### src/sgfc_pkg.sv
// Package for the switch global forwarding control block.
// Holds register offsets, field positions, reset values and forwarding limits.
// Assumes an 8-bit management register port with 8-bit addresses.
package sgfc_pkg;
	// ==========================================================
	// Register offsets
	localparam logic [7:0] PKT_SIZE_BUF_CTRL_OFS = 8'h04;
	localparam logic [7:0] FWD_FEATURE_CTRL_OFS = 8'h05;

	// ==========================================================
	// Field positions in packet_size_buffer_ctrl
	localparam int HUGE_PKT_BIT = 2;
	localparam int LEGAL_MAX_BIT = 1;
	localparam int PRIO_RESERVE_BIT = 0;

	// ==========================================================
	// Field positions in forwarding_feature_ctrl
	localparam int VLAN_EN_BIT = 7;
	localparam int IGMP_SNOOP_BIT = 6;
	localparam int DIRECT_MODE_BIT = 5;
	localparam int PRE_TAG_BIT = 4;
	localparam int PRIO_SCHEME_HI = 3;
	localparam int PRIO_SCHEME_LO = 2;
	localparam int TAG_MASK_BIT = 1;
	localparam int SNIFF_MODE_BIT = 0;

	// ==========================================================
	// Reset values
	localparam logic HUGE_PKT_RST = 1'b0;
	localparam logic PRIO_RESERVE_RST = 1'b0;
	localparam logic [7:0] FWD_FEATURE_RST = 8'h00;

	// ==========================================================
	// Frame length limits in bytes
	localparam logic [10:0] LEN_LIMIT_LEGAL = 11'h600;   // 1536
	localparam logic [10:0] LEN_LIMIT_TAGGED = 11'h5F2;  // 1522
	localparam logic [10:0] LEN_LIMIT_UNTAGGED = 11'h5EE; // 1518
	localparam logic [10:0] LEN_LIMIT_HUGE = 11'h77C;    // 1916

	// ==========================================================
	// Buffer reservation and scheduling weights
	localparam logic [5:0] HI_RESERVE_BUFS = 6'h30;      // 48
	localparam logic [3:0] RATIO_10_TO_1 = 4'hA;
	localparam logic [3:0] RATIO_5_TO_1 = 4'h5;
	localparam logic [3:0] RATIO_2_TO_1 = 4'h2;

	// Priority scheme encodings
	typedef enum logic [1:0] {
		SGFC_PRIO_STRICT = 2'h0,
		SGFC_PRIO_10_1 = 2'h1,
		SGFC_PRIO_5_1 = 2'h2,
		SGFC_PRIO_2_1 = 2'h3
	} sgfc_prio_t;

	// Port index of the switch MII port (port 5)
	localparam int MII_PORT_IDX = 4;
endpackage : sgfc_pkg

### src/sgfc_top.sv
// Global forwarding control registers and the per-frame decisions they steer.
// Assumes register port and frame descriptors are synchronous to clk; port
// vectors are one bit per switch port, bit 4 being the switch MII port.
`timescale 1ns/10ps

// Notes on behaviour
// - Legal-max bit set allows frames to 1536.
// - Otherwise tagged 1522 (1518 with special CPU tag), untagged 1518 byte limits.
// - Frames longer than selected limit are dropped.
// - Reserve bit gives 48 high-priority buffers per queue.
// - VLAN enable turns tag-based VLAN forwarding on.
// - IGMP snoop sends IGMP frames to MII port.
// - Direct mode forwards MII frames by preamble ports.
// - Pre-tag marks MII-bound frames with source port.
// - Scheme field selects strict, 10/1, 5/1, 2/1.
// - Tag mask uses low VID bits as ports.
// - Sniff mode one mirrors on source AND destination.
// - Sniff mode zero mirrors on source OR destination.
// - Huge bit allows 1916 bytes, overrides legal-max.
module sgfc_top #(
	parameter int NPORTS = 5
) (
	// Clock and reset
	input wire logic clk,
	input wire logic rst,
	// Strap
	input wire logic port5_rx_error_strap_pin,
	// Management register port
	input wire logic [7:0] reg_addr,
	input wire logic [7:0] reg_wdata,
	input wire logic reg_wr,
	input wire logic reg_rd,
	output logic [7:0] reg_rdata,
	// Frame descriptor in
	input wire logic frm_valid,
	input wire logic [10:0] frm_len,
	input wire logic frm_tagged,
	input wire logic frm_special_cpu_tag_id,
	input wire logic frm_igmp,
	input wire logic [11:0] frm_vid,
	input wire logic [NPORTS-1:0] frm_src_port,
	input wire logic [NPORTS-1:0] frm_lookup_ports,
	input wire logic [NPORTS-1:0] frm_direct_ports,
	input wire logic [NPORTS-1:0] frm_vlan_ports,
	input wire logic [NPORTS-1:0] sniff_rx_ports,
	input wire logic [NPORTS-1:0] sniff_tx_ports,
	// Forwarding decision out
	output logic fwd_valid,
	output logic fwd_drop,
	output logic [NPORTS-1:0] fwd_ports,
	output logic fwd_mirror,
	output logic fwd_pretag,
	output logic [NPORTS-1:0] fwd_pretag_src,
	// Output scheduler
	input wire logic sched_req,
	input wire logic sched_hi_pending,
	input wire logic sched_lo_pending,
	output logic sched_grant_hi,
	output logic sched_grant_lo,
	// Static controls
	output logic [5:0] hi_reserve_bufs,
	output logic vlan_enable
);

	// ==========================================================
	// Register state
	logic huge_pkt;
	logic legal_max;
	logic prio_reserve;
	logic [7:0] fwd_feature;
	logic strap_taken;

	logic wr_size;
	logic wr_feature;
	assign wr_size = reg_wr && (reg_addr == sgfc_pkg::PKT_SIZE_BUF_CTRL_OFS);
	assign wr_feature = reg_wr && (reg_addr == sgfc_pkg::FWD_FEATURE_CTRL_OFS);

	// Huge and reserve bits of the size register
	always_ff @(posedge clk or posedge rst) begin
		if (rst) begin
			huge_pkt <= sgfc_pkg::HUGE_PKT_RST;
			prio_reserve <= sgfc_pkg::PRIO_RESERVE_RST;
		end else if (wr_size) begin
			huge_pkt <= reg_wdata[sgfc_pkg::HUGE_PKT_BIT];
			prio_reserve <= reg_wdata[sgfc_pkg::PRIO_RESERVE_BIT];
		end
	end

	// Legal-max bit, loaded from the strap on the first edge after reset
	always_ff @(posedge clk or posedge rst) begin
		if (rst) begin
			legal_max <= 1'b0;
			strap_taken <= 1'b0;
		end else if (!strap_taken) begin
			legal_max <= port5_rx_error_strap_pin;
			strap_taken <= 1'b1;
		end else if (wr_size) begin
			legal_max <= reg_wdata[sgfc_pkg::LEGAL_MAX_BIT];
		end
	end

	// Forwarding feature register
	always_ff @(posedge clk or posedge rst) begin
		if (rst) begin
			fwd_feature <= sgfc_pkg::FWD_FEATURE_RST;
		end else if (wr_feature) begin
			fwd_feature <= reg_wdata;
		end
	end

	// Read data, captured on a read strobe; unmapped addresses read zero
	always_ff @(posedge clk or posedge rst) begin
		if (rst) begin
			reg_rdata <= 8'h00;
		end else if (reg_rd) begin
			case (reg_addr)
				sgfc_pkg::PKT_SIZE_BUF_CTRL_OFS: begin
					reg_rdata <= {5'h00, huge_pkt, legal_max, prio_reserve};
				end
				sgfc_pkg::FWD_FEATURE_CTRL_OFS: begin
					reg_rdata <= fwd_feature;
				end
				default: begin
					reg_rdata <= 8'h00;
				end
			endcase
		end
	end

	// ==========================================================
	// Field decode
	logic vlan_en_f;
	logic igmp_snoop_f;
	logic direct_mode_f;
	logic pre_tag_f;
	logic tag_mask_f;
	logic sniff_and_f;
	sgfc_pkg::sgfc_prio_t prio_scheme;
	assign vlan_en_f = fwd_feature[sgfc_pkg::VLAN_EN_BIT];
	assign igmp_snoop_f = fwd_feature[sgfc_pkg::IGMP_SNOOP_BIT];
	assign direct_mode_f = fwd_feature[sgfc_pkg::DIRECT_MODE_BIT];
	assign pre_tag_f = fwd_feature[sgfc_pkg::PRE_TAG_BIT];
	assign tag_mask_f = fwd_feature[sgfc_pkg::TAG_MASK_BIT];
	assign sniff_and_f = fwd_feature[sgfc_pkg::SNIFF_MODE_BIT];
	assign prio_scheme = sgfc_pkg::sgfc_prio_t'(
		fwd_feature[sgfc_pkg::PRIO_SCHEME_HI:sgfc_pkg::PRIO_SCHEME_LO]);

	// Static control outputs
	always_ff @(posedge clk or posedge rst) begin
		if (rst) begin
			hi_reserve_bufs <= 6'h00;
			vlan_enable <= 1'b0;
		end else begin
			hi_reserve_bufs <= prio_reserve ? sgfc_pkg::HI_RESERVE_BUFS : 6'h00;
			vlan_enable <= vlan_en_f;
		end
	end

	// ==========================================================
	// Per-frame decision
	logic [10:0] len_limit;
	logic from_mii;
	logic [NPORTS-1:0] next_ports;
	logic rx_match;
	logic tx_match;
	logic next_mirror;

	// Length limit selection
	always_comb begin
		if (huge_pkt) begin
			len_limit = sgfc_pkg::LEN_LIMIT_HUGE;
		end else if (legal_max) begin
			len_limit = sgfc_pkg::LEN_LIMIT_LEGAL;
		end else if (frm_tagged && !frm_special_cpu_tag_id) begin
			len_limit = sgfc_pkg::LEN_LIMIT_TAGGED;
		end else begin
			len_limit = sgfc_pkg::LEN_LIMIT_UNTAGGED;
		end
	end

	assign from_mii = frm_src_port[sgfc_pkg::MII_PORT_IDX];

	// Destination selection: direct, tag mask, or lookup masked by VLAN, then IGMP
	always_comb begin
		if (direct_mode_f && from_mii) begin
			next_ports = frm_direct_ports;
		end else if (tag_mask_f) begin
			next_ports = frm_vid[NPORTS-1:0];
		end else if (vlan_en_f) begin
			next_ports = frm_lookup_ports & frm_vlan_ports;
		end else begin
			next_ports = frm_lookup_ports;
		end
		if (igmp_snoop_f && frm_igmp) begin
			next_ports[sgfc_pkg::MII_PORT_IDX] = 1'b1;
		end
		next_ports = next_ports & ~frm_src_port;
	end

	assign rx_match = |(frm_src_port & sniff_rx_ports);
	assign tx_match = |(next_ports & sniff_tx_ports);
	assign next_mirror = sniff_and_f ? (rx_match && tx_match) : (rx_match || tx_match);

	// Registered decision
	always_ff @(posedge clk or posedge rst) begin
		if (rst) begin
			fwd_valid <= 1'b0;
			fwd_drop <= 1'b0;
			fwd_ports <= '0;
			fwd_mirror <= 1'b0;
			fwd_pretag <= 1'b0;
			fwd_pretag_src <= '0;
		end else begin
			fwd_valid <= frm_valid;
			fwd_drop <= frm_valid && (frm_len > len_limit);
			fwd_ports <= frm_valid ? next_ports : '0;
			fwd_mirror <= frm_valid && next_mirror;
			fwd_pretag <= frm_valid && pre_tag_f && next_ports[sgfc_pkg::MII_PORT_IDX];
			fwd_pretag_src <= frm_valid ? frm_src_port : '0;
		end
	end

	// ==========================================================
	// High/low output scheduler
	logic [3:0] hi_run;
	logic [3:0] ratio;

	always_comb begin
		case (prio_scheme)
			sgfc_pkg::SGFC_PRIO_10_1: ratio = sgfc_pkg::RATIO_10_TO_1;
			sgfc_pkg::SGFC_PRIO_5_1: ratio = sgfc_pkg::RATIO_5_TO_1;
			sgfc_pkg::SGFC_PRIO_2_1: ratio = sgfc_pkg::RATIO_2_TO_1;
			default: ratio = 4'h0;
		endcase
	end

	// Grant one queue per request; outside strict, a low grant follows each ratio run of highs
	always_ff @(posedge clk or posedge rst) begin
		if (rst) begin
			sched_grant_hi <= 1'b0;
			sched_grant_lo <= 1'b0;
			hi_run <= 4'h0;
		end else begin
			sched_grant_hi <= 1'b0;
			sched_grant_lo <= 1'b0;
			if (sched_req) begin
				if (sched_hi_pending && (!sched_lo_pending ||
					prio_scheme == sgfc_pkg::SGFC_PRIO_STRICT || hi_run < ratio)) begin
					sched_grant_hi <= 1'b1;
					if (sched_lo_pending && hi_run < ratio) begin
						hi_run <= hi_run + 4'h1;
					end
				end else if (sched_lo_pending) begin
					sched_grant_lo <= 1'b1;
					hi_run <= 4'h0;
				end
			end
		end
	end

endmodule : sgfc_top

### config.mk
export PLATFORM = sky130hd
export DESIGN_NAME = sgfc_top
export DESIGN_NICKNAME = d
export VERILOG_FILES = /design/src/sgfc_pkg.sv /design/src/sgfc_top.sv
export SDC_FILE = /design/constraint.sdc
export NUM_CORES = 1
export LEC_CHECK = 0
export BUFFER_PORTS_ARGS = -buffer_cell sky130_fd_sc_hd__buf_2
export CORE_MARGIN = 2
export CORE_UTILIZATION = 30
export CTS_CLUSTER_DIAMETER = 150
export CTS_CLUSTER_SIZE = 28
export DETAILED_ROUTE_END_ITERATION = 10
export PLACE_DENSITY = 0.6
export SYNTH_ARGS = -nofsm -noshare
export SYNTH_HDL_FRONTEND = slang
export SYNTH_SLANG_ARGS = --single-unit
### constraint.sdc
create_clock -name clk -period 4.73 [get_ports clk]
set_input_delay 0.2365 -clock clk [delete_from_list [all_inputs] [get_ports clk]]
set_output_delay 0.2365 -clock clk [all_outputs]
set_load 0.05 [all_outputs]
; ---- Word level (Yosys, flattened, before mapping)
; Cells that the tools add are included.
[totals]
reg_bits = 47
memories = 0
latchBits = 0
output_inout_bits = 31
rom_bits = 0
ramBits = 0
[classes]
div = 0
addsub = 1
order_cmp = 2
n_eq_ne = 7
n_mul = 0
bitwise = 5
n_reduce_logical = 22
n_mux = 23
shift = 0
[ops]
columns = operator, count
row1 = 5-bit two-way mux, 6
row2 = 5-bit bitwise AND, 4
row3 = 10-bit two-way mux, 2
row4 = "8-bit by 3-bit equality test with 1-bit output, second input constant", 2
row5 = 8-bit case mux with 2 select lines, 1
row6 = 1-bit logical AND, 12
row7 = 4-bit two-way mux, 3
row8 = 4-bit case mux with 3 select lines, 1
row9 = 11-bit greater-than comparator, 1
row10 = 5-bit OR reduction, 2
row11 = 1-bit two-way mux, 9
row12 = 6-bit two-way mux, 1
row13 = 5-bit NOT, 1
row14 = "4-bit by 1-bit adder with 4-bit output, second input constant", 1
row15 = "2-bit equality test, second input constant", 2
row16 = 4-bit < comparator, 1
row17 = "2-bit by 1-bit inequality test with 1-bit output, second input constant", 2
row18 = 1-bit logical OR, 3
row19 = 3-bit AND reduction, 1
row20 = "2-bit by 1-bit equality test with 1-bit output, second input constant", 1
row21 = 1-bit zero test, 2
row22 = 2-bit zero test, 1
row23 = 2-bit nonzero test, 1

; ---- Depth between registers and ports, before layout
; Gate-level depths: netlist (run 1).
[logic_depth]
depth_word = 11
ltp_mapped = 9
ltp_nobuf = 9

; ---- Least setup slack after synthesis (run 1)
; Ideal clock, no wire load.
[synth_timing]
path_kind = register to register
from = register fwd_feature[3]
to = register hi_run[3]
path_stages_with_launch = 8
setup_slack_ps = 2716
setup_ps = 77
required_time_ps = 4653
path_buffers = 0
t_arrival_ps = 1936
path_cell_list = dfrtp_1 nand2b_1 ha_1 and3_1 a221oi_2 nand3_2 or3_1 a21oi_1
[synth_via]
elab_chain_cells = 7
word_cells_on_any_way = 14
classes_between = order compare: 1 / eq/ne: 4 / mux: 2 / reduce/logical: 7
[synth_lines]
columns = element, line
row1 = start: declaration, sgfc_top.sv:70  ; logic [7:0] fwd_feature;
row2 = start signal: assignment, sgfc_top.sv:105  ; fwd_feature <= sgfc_pkg::FWD_FEATURE_RST;
row3 = start signal: assignment, sgfc_top.sv:107  ; fwd_feature <= reg_wdata;
row4 = 2-bit equality test / 2-bit by 1-bit equality test with 1-bit output (equally long branches), sgfc_top.sv:229  ; case (prio_scheme)
row5 = 4-bit case mux with 3 select lines, sgfc_top.sv:229
row6 = 4-bit < comparator, "sgfc_top.sv:248, sgfc_top.sv:250"
row7 = 1-bit logical OR, sgfc_top.sv:248  ; prio_scheme == sgfc_pkg::SGFC_PRIO_STRICT || hi_run < ratio)) begin
row8 = 1-bit logical AND, sgfc_top.sv:247  ; if (sched_hi_pending && (!sched_lo_pending ||
row9 = 2-bit by 1-bit inequality test with 1-bit output (no line) / 2-bit nonzero test (equally long branches), n/a
row10 = 3-bit AND reduction (no line), n/a
row11 = end signal: assignment, sgfc_top.sv:251  ; hi_run <= hi_run + 4'h1;
row12 = end: declaration, sgfc_top.sv:225  ; logic [3:0] hi_run;
; Several ways; a longest one is shown, not always the timed one.
; A chain may end at the register's enable or synchronous reset.

; ---- Worst setup path after layout (run 1)
; Ends and elaborated chain as after synthesis.

==> results of run 1 <==
[cells in the mapped netlist, types with 2 or more instances]
cell      count  area [um2]
nor4_1        3       18.77
a21oi_1      12       60.06
o21ai_0       7       35.03
nand2b_1      6       37.54
nand3_1       7       35.03
dfrtp_1      42        1051
ha_1         13       162.7
buf_4         5       37.54
mux2_2       10       112.6
a22oi_1       4       30.03
nor2_1       15       56.30
nand4_1       3       18.77
nor4b_1       3       26.28
nor3_1        4       20.02
clkbuf_1      4       15.01
and3_1        2       12.51
xor2_1        2       17.52
nand2_1       8       30.03
conb_1        2       7.510
and2_1        7       43.79
a21o_1        3       22.52
or3_1         2       12.51
o211ai_1      2       15.01
a222oi_1      5       50.05
nor2b_1       5       31.28
inv_1        13       48.80
[kinds of logic (layout without fill, tap and decap cells)]
logic type / Yosys count / in the layout / synth area share (%)
xor+xnor: 2 / 2 / 0.8155
mux: 11 / 11 / 5.708
compound gates: 39 / 39 / 12.46
buf+inv: 22 / 120 / 4.718
simple gates: 73 / 73 / 19.45
fa+ha+maj: 13 / 13 / 7.572
other cells: 2 / 5 / 0.3496
flops: 42 / 42 / 48.92
[registers in the layout, indices dropped and copies added (netlist names), 4 cells and up]
register / cells
fwd_pretag_src: 5
fwd_feature: 8
reg_rdata: 8
fwd_ports: 5
hi_run: 4
[layer usage]
layer / vias to the layer above / GRT usage, % / routed length, um
li1: 927 / - / -
met1: 843 / 17.79 / 2328
met2: 56 / 21.37 / 2562
met3: 7 / 3.545 / 255
met4: 0 / 5.234 / 81
met5: - / 0 / 0
[cell type report]
class | count | area (um2) | share of cell area (%)
Sequential cell | 42 | 1051 | 37.07
Clock buffer | 5 | 68.82 | 2.427
Multi-Input combinational cell | 143 | 1007 | 35.53
Inverter | 13 | 48.80 | 1.721
Timing Repair Buffer | 99 | 495.5 | 17.48
Tap cell | 96 | 120.1 | 4.237
Clock inverter | 3 | 43.79 | 1.545
[critical path: stages (launching register included)]
cell	delay [ns]
dfrtp_1	0.43
nand2b_1	0.17
ha_1	0.30
and3_1	0.19
a221oi_2	0.35
nand3_2	0.16
or3_1	0.36
a21oi_1	0.14
[power breakdown]
group	internal [uW]	switching (uW)
registers	378	17.0
logic	65.0	103
clock network	158	128
[path summary, 6_finish.rpt]
check	slack, ns	startpoint	end
worst max-delay path	2.57	fwd_feature[3]$_DFFE_PP0P_	hi_run[3]$_DFFE_PP0P_
worst min-delay path	0.12	rst	fwd_pretag_src[3]$_DFF_PP0_
max in group asynchronous	4.04	rst	reg_rdata[2]$_DFFE_PP0P_
min in group clk	0.14	frm_src_port[3]	fwd_ports[3]$_DFF_PP0_
worst max register to register	2.57	fwd_feature[3]$_DFFE_PP0P_	hi_run[3]$_DFFE_PP0P_
worst min register to register	0.42	prio_reserve$_DFFE_PP0P_	hi_reserve_bufs[4]$_DFF_PP0_
[per-stage QoR]
stage | instance area (um2) | total power [uW] | cells | utilization, %
finish | 2835 | 848.6 | 401 | 41.28
global route | 2835 | 898.7 | 401 | 41.28
CTS | 2835 | 861.2 | 401 | 41.28
detailed placement | 2723 | 571.5 | 393 | 39.64
global placement | 2723 | 567.5 | 393 | 39.64
floorplan | 2160 | 511.1 | 207 | -
==> impl_metrics.tcl, run 1 <==
set metrics [dict create \
    route.detailed.drc 0 \
    synth_area_per_cell_um2 10.53 \
    cts_tree "built" \
    powerDensity_mw_per_mm2 299.3 \
    htree_levels 2 \
    die_x_um 88.62 \
    slew_headroom_pct 40.92 \
    antennaDiodeCount 0 \
    place.gp.congestion 0.7878 \
    max_freq_mhz 462.2 \
    start_util_pct 31.28 \
    slew_viol_final 0 \
    r2r_cells 7 \
    rows 30 \
    path_max_fanout 6 \
    cts_buffers 5 \
    grt_pass1_wl_um 8183 \
    skew_ns 0.01349 \
    grt_antenna_before_repair 0 \
    io_buffer_count 99 \
    synth_edf_count 0 \
    whs_ns 0.1236 \
    ir_drop_mv 0.1067 \
    status "complete, no violations" \
    grt.total_usage_pct 13.54 \
    mostFrequentLayoutCell "buf_2" \
    area_growth_pct 31.97 \
    synth_cell_type_count 41 \
    final_cell_mix "buf_2, dfrtp_1, nor2_1, ha_1" \
    clockBufferDepth 2 \
    dieArea_mm2 0.007854 \
    max-cap-violations 0 \
    drt-pass1-iter-count 6 \
    finalCritPeriodShare_pct 45.75 \
    chipHeight_um 88.62 \
    critPathKind "reg2reg" \
    ys_seq_area_share_pct 48.92 \
    top_level_ports 112 \
    dp_slack_ns 2.589 \
    routed_wl_um 5228 \
    ys_seq_elements 42 \
    clk_pin_slew_worst_paths_ns 0.09 \
    grt_pass1_vias 1691 \
    syn_area_mm2 0.002148 \
    hold_buffers 0 \
    yosys_warnings 0 \
    endpoint_kind "register" \
    cts_resized 0 \
    viasPerCell 4.571 \
    clkSinkCount 42 \
    wl_per_cell_um 13.04 \
    setup_viol 0 \
    ant_nets 0 \
    timing.final.hold_violations 0 \
    cp.required_ns 4.95 \
    syn_inst 204 \
    rsz0062_at_grt "no" \
    post_cts_buffers 0 \
    setup_ws_ns 2.566 \
    drt_iter0_drc 59 \
    root_buffer "clkbuf_8" \
    p_leak_uw 0.001473 \
    dr_total_vias 1833 \
    grt_max_degree 43 \
    nets 398 \
    worstHoldPathType "in2async" \
    dp_hpwl_um 4119 \
    grt-ovfl-total 0 \
    tightest_slew_ns 0.8849 \
    cp.arrival_ns 2.39 \
    setup_tns_ns 0 \
    clock_latency_ns 0.29 \
    fillers 697 \
    core_mm2 0.006869 \
    drive_gt1_share_pct 40.66 \
    synthArstFlopShare_pct 100.0 \
    ys.flop_type "dfrtp_1" \
    finalCriticalPeriod_ns 2.164 \
    start_kind "register" \
]
Power figures use the tool's default switching activity.
==> inputs of run 2 (changes only) <==
==> constraint.sdc (replaced) <==
create_clock -name clk -period 2.2 [get_ports clk]
set_input_delay 0.11 -clock clk [delete_from_list [all_inputs] [get_ports clk]]
set_output_delay 0.11 -clock clk [all_outputs]
set_load 0.05 [all_outputs]
==> impl_metrics.tcl, run 2 (synthesis gave the netlist of run 1 again) <==
set metrics [dict create \
    timing.final.hold_violations 0 \
    whs_ns 0.004542 \
    htree_levels 2 \
    cp.required_ns 2.41 \
    clock_latency_ns 0.29 \
    cts_buffers 5 \
    finalCritPeriodShare_pct 94.47 \
    clockBufferDepth 2 \
    ir_drop_mv 0.2127 \
    place.gp.congestion 0.7813 \
    top_level_ports 112 \
    viasPerCell 4.659 \
    die_x_um 88.62 \
    max-cap-violations 0 \
    worstReg2RegStart "fwd_feature[3]$_DFFE_PP0P_" \
    grt_pass1_vias 1773 \
    grt.total_usage_pct 13.61 \
    slew_viol_final 0 \
    root_buffer "clkbuf_8" \
    status "complete, no violations" \
    r2r_cells 7 \
    reg.largest.list "fwd_feature (8), reg_rdata (8)" \
    tightest_slew_ns 0.8924 \
    critPathKind "reg2reg" \
    drt-pass1-iter-count 4 \
    endpoint_kind "register" \
    slowest_stage "dfrtp_1" \
    critPathMaxStageDelay_ns 0.42 \
    setup_viol 0 \
    cp.arrival_ns 2.29 \
    worst-r2r-setup-slack_ns 0.12 \
    nets 405 \
    mostFrequentLayoutCell "buf_2" \
    skew_ns 0.01013 \
    ant_nets 0 \
    p_leak_uw 0.001504 \
    drt_iter0_drc 54 \
    powerDensity_mw_per_mm2 630.2 \
    start_kind "register" \
    grt-ovfl-total 0 \
    cts_tree "built" \
    r2r-end "hi_run[3]$_DFFE_PP0P_" \
    antennaDiodeCount 0 \
    max_freq_mhz 481.1 \
    drive_gt1_share_pct 41.99 \
    grt_max_degree 43 \
    dieArea_mm2 0.007854 \
    clkSinkCount 42 \
    clk_pin_slew_worst_paths_ns 0.09 \
    dr_total_vias 1901 \
    start_util_pct 31.28 \
    fin_cells 408 \
    final_cell_mix "buf_2, dfrtp_1, nor2_1, ha_1" \
    route.detailed.drc 0 \
    grt_pass1_wl_um 8190 \
    finalCriticalPeriod_ns 2.078 \
    core_mm2 0.006869 \
    path_max_fanout 6 \
    worstHoldPathType "in2async" \
    wl_per_cell_um 13.13 \
    io_buffer_count 99 \
    slew_headroom_pct 40.42 \
    rows 30 \
    dp_hpwl_um 4230 \
    area_growth_pct 34.42 \
    dp_cells 396 \
    grt_antenna_before_repair 0 \
    cp_cell_sequence "nand2b_1 > ha_1 > and3_1 > a221oi_2 > nand3_2 > or3_1 > a21oi_1" \
    chipHeight_um 88.62 \
    routed_wl_um 5355 \
]
==> run 2: worst max path at each step <==
stage,startpoint,endpoint,slack (ns),depth (start not counted)
after CTS,fwd_feature[3]$_DFFE_PP0P_,hi_run[3]$_DFFE_PP0P_,0.06,7
after detailed placement,fwd_feature[3]$_DFFE_PP0P_,hi_run[3]$_DFFE_PP0P_,0.08,7
after floorplan,fwd_feature[3]$_DFFE_PP0P_,hi_run[3]$_DFFE_PP0P_,0.19,7
after global placement,fwd_feature[3]$_DFFE_PP0P_,hi_run[3]$_DFFE_PP0P_,0.16,7
after global routing,fwd_feature[3]$_DFFE_PP0P_,hi_run[3]$_DFFE_PP0P_,-0.01,7
final,fwd_feature[3]$_DFFE_PP0P_,hi_run[3]$_DFFE_PP0P_,0.12,7
==> run 2: per-layer routing <==
| metal | track usage (%) | share of wire (%) |
|---|---|---|
| met1 | 17.11 | 43 |
| met2 | 22.93 | 51 |
| met3 | 3.545 | 5.3 |
| met4 | 4.132 | 0.75 |
| met5 | 0 | 0 |
==> run 2: area by class of cell <==
type                            count  area, um2
Fill cell                         708       3981
Sequential cell                    42       1052
Multi-Input combinational cell    143       1007
Timing Repair Buffer              106      550.5
Tap cell                           96      120.1
Clock buffer                        5      68.82
Inverter                           13      48.80
Clock inverter                      3      40.04
==> run 2: worst max-delay path, delay by kind of cell, from the launching register on <==
family / cells / cell delay [ns]
AND/OR/NAND/NOR: 4 / 0.85
flip-flops: 1 / 0.42
AO/OA/AOI/OAI: 2 / 0.43
adder cells (fa/ha/maj): 1 / 0.29
==> run 2: per-stage QoR <==
stage / setup slack, ns / TNS [ns] / cell area [um2] / utilization [%] / power, uW
floorplan: 0.1864 / 0 / 2160 / - / 1099
detailed placement: 0.08315 / 0 / 2745 / 39.96 / 1234
CTS: 0.05739 / 0 / 2864 / 41.69 / 1845
finish: 0.1216 / 0 / 2888 / 42.04 / 1820
global route: -0.01434 / -0.01434 / 2888 / 42.04 / 1928
global placement: 0.1607 / 0 / 2745 / 39.96 / 1228
==> run 2: power by group <==
group          internal (uW)  switching, uW
logic                    150            220
clock network            334            266
registers                812           37.2
total                   1300            524
==> run 2: repair_timing <==
action | 4_1_cts | 5_1_grt
hold buffers | 1 | 0
hold endpoints to repair | 1 | 0
gates resized for setup | 0 | 1
setup buffers | 0 | 3
setup endpoints to repair | 0 | 1
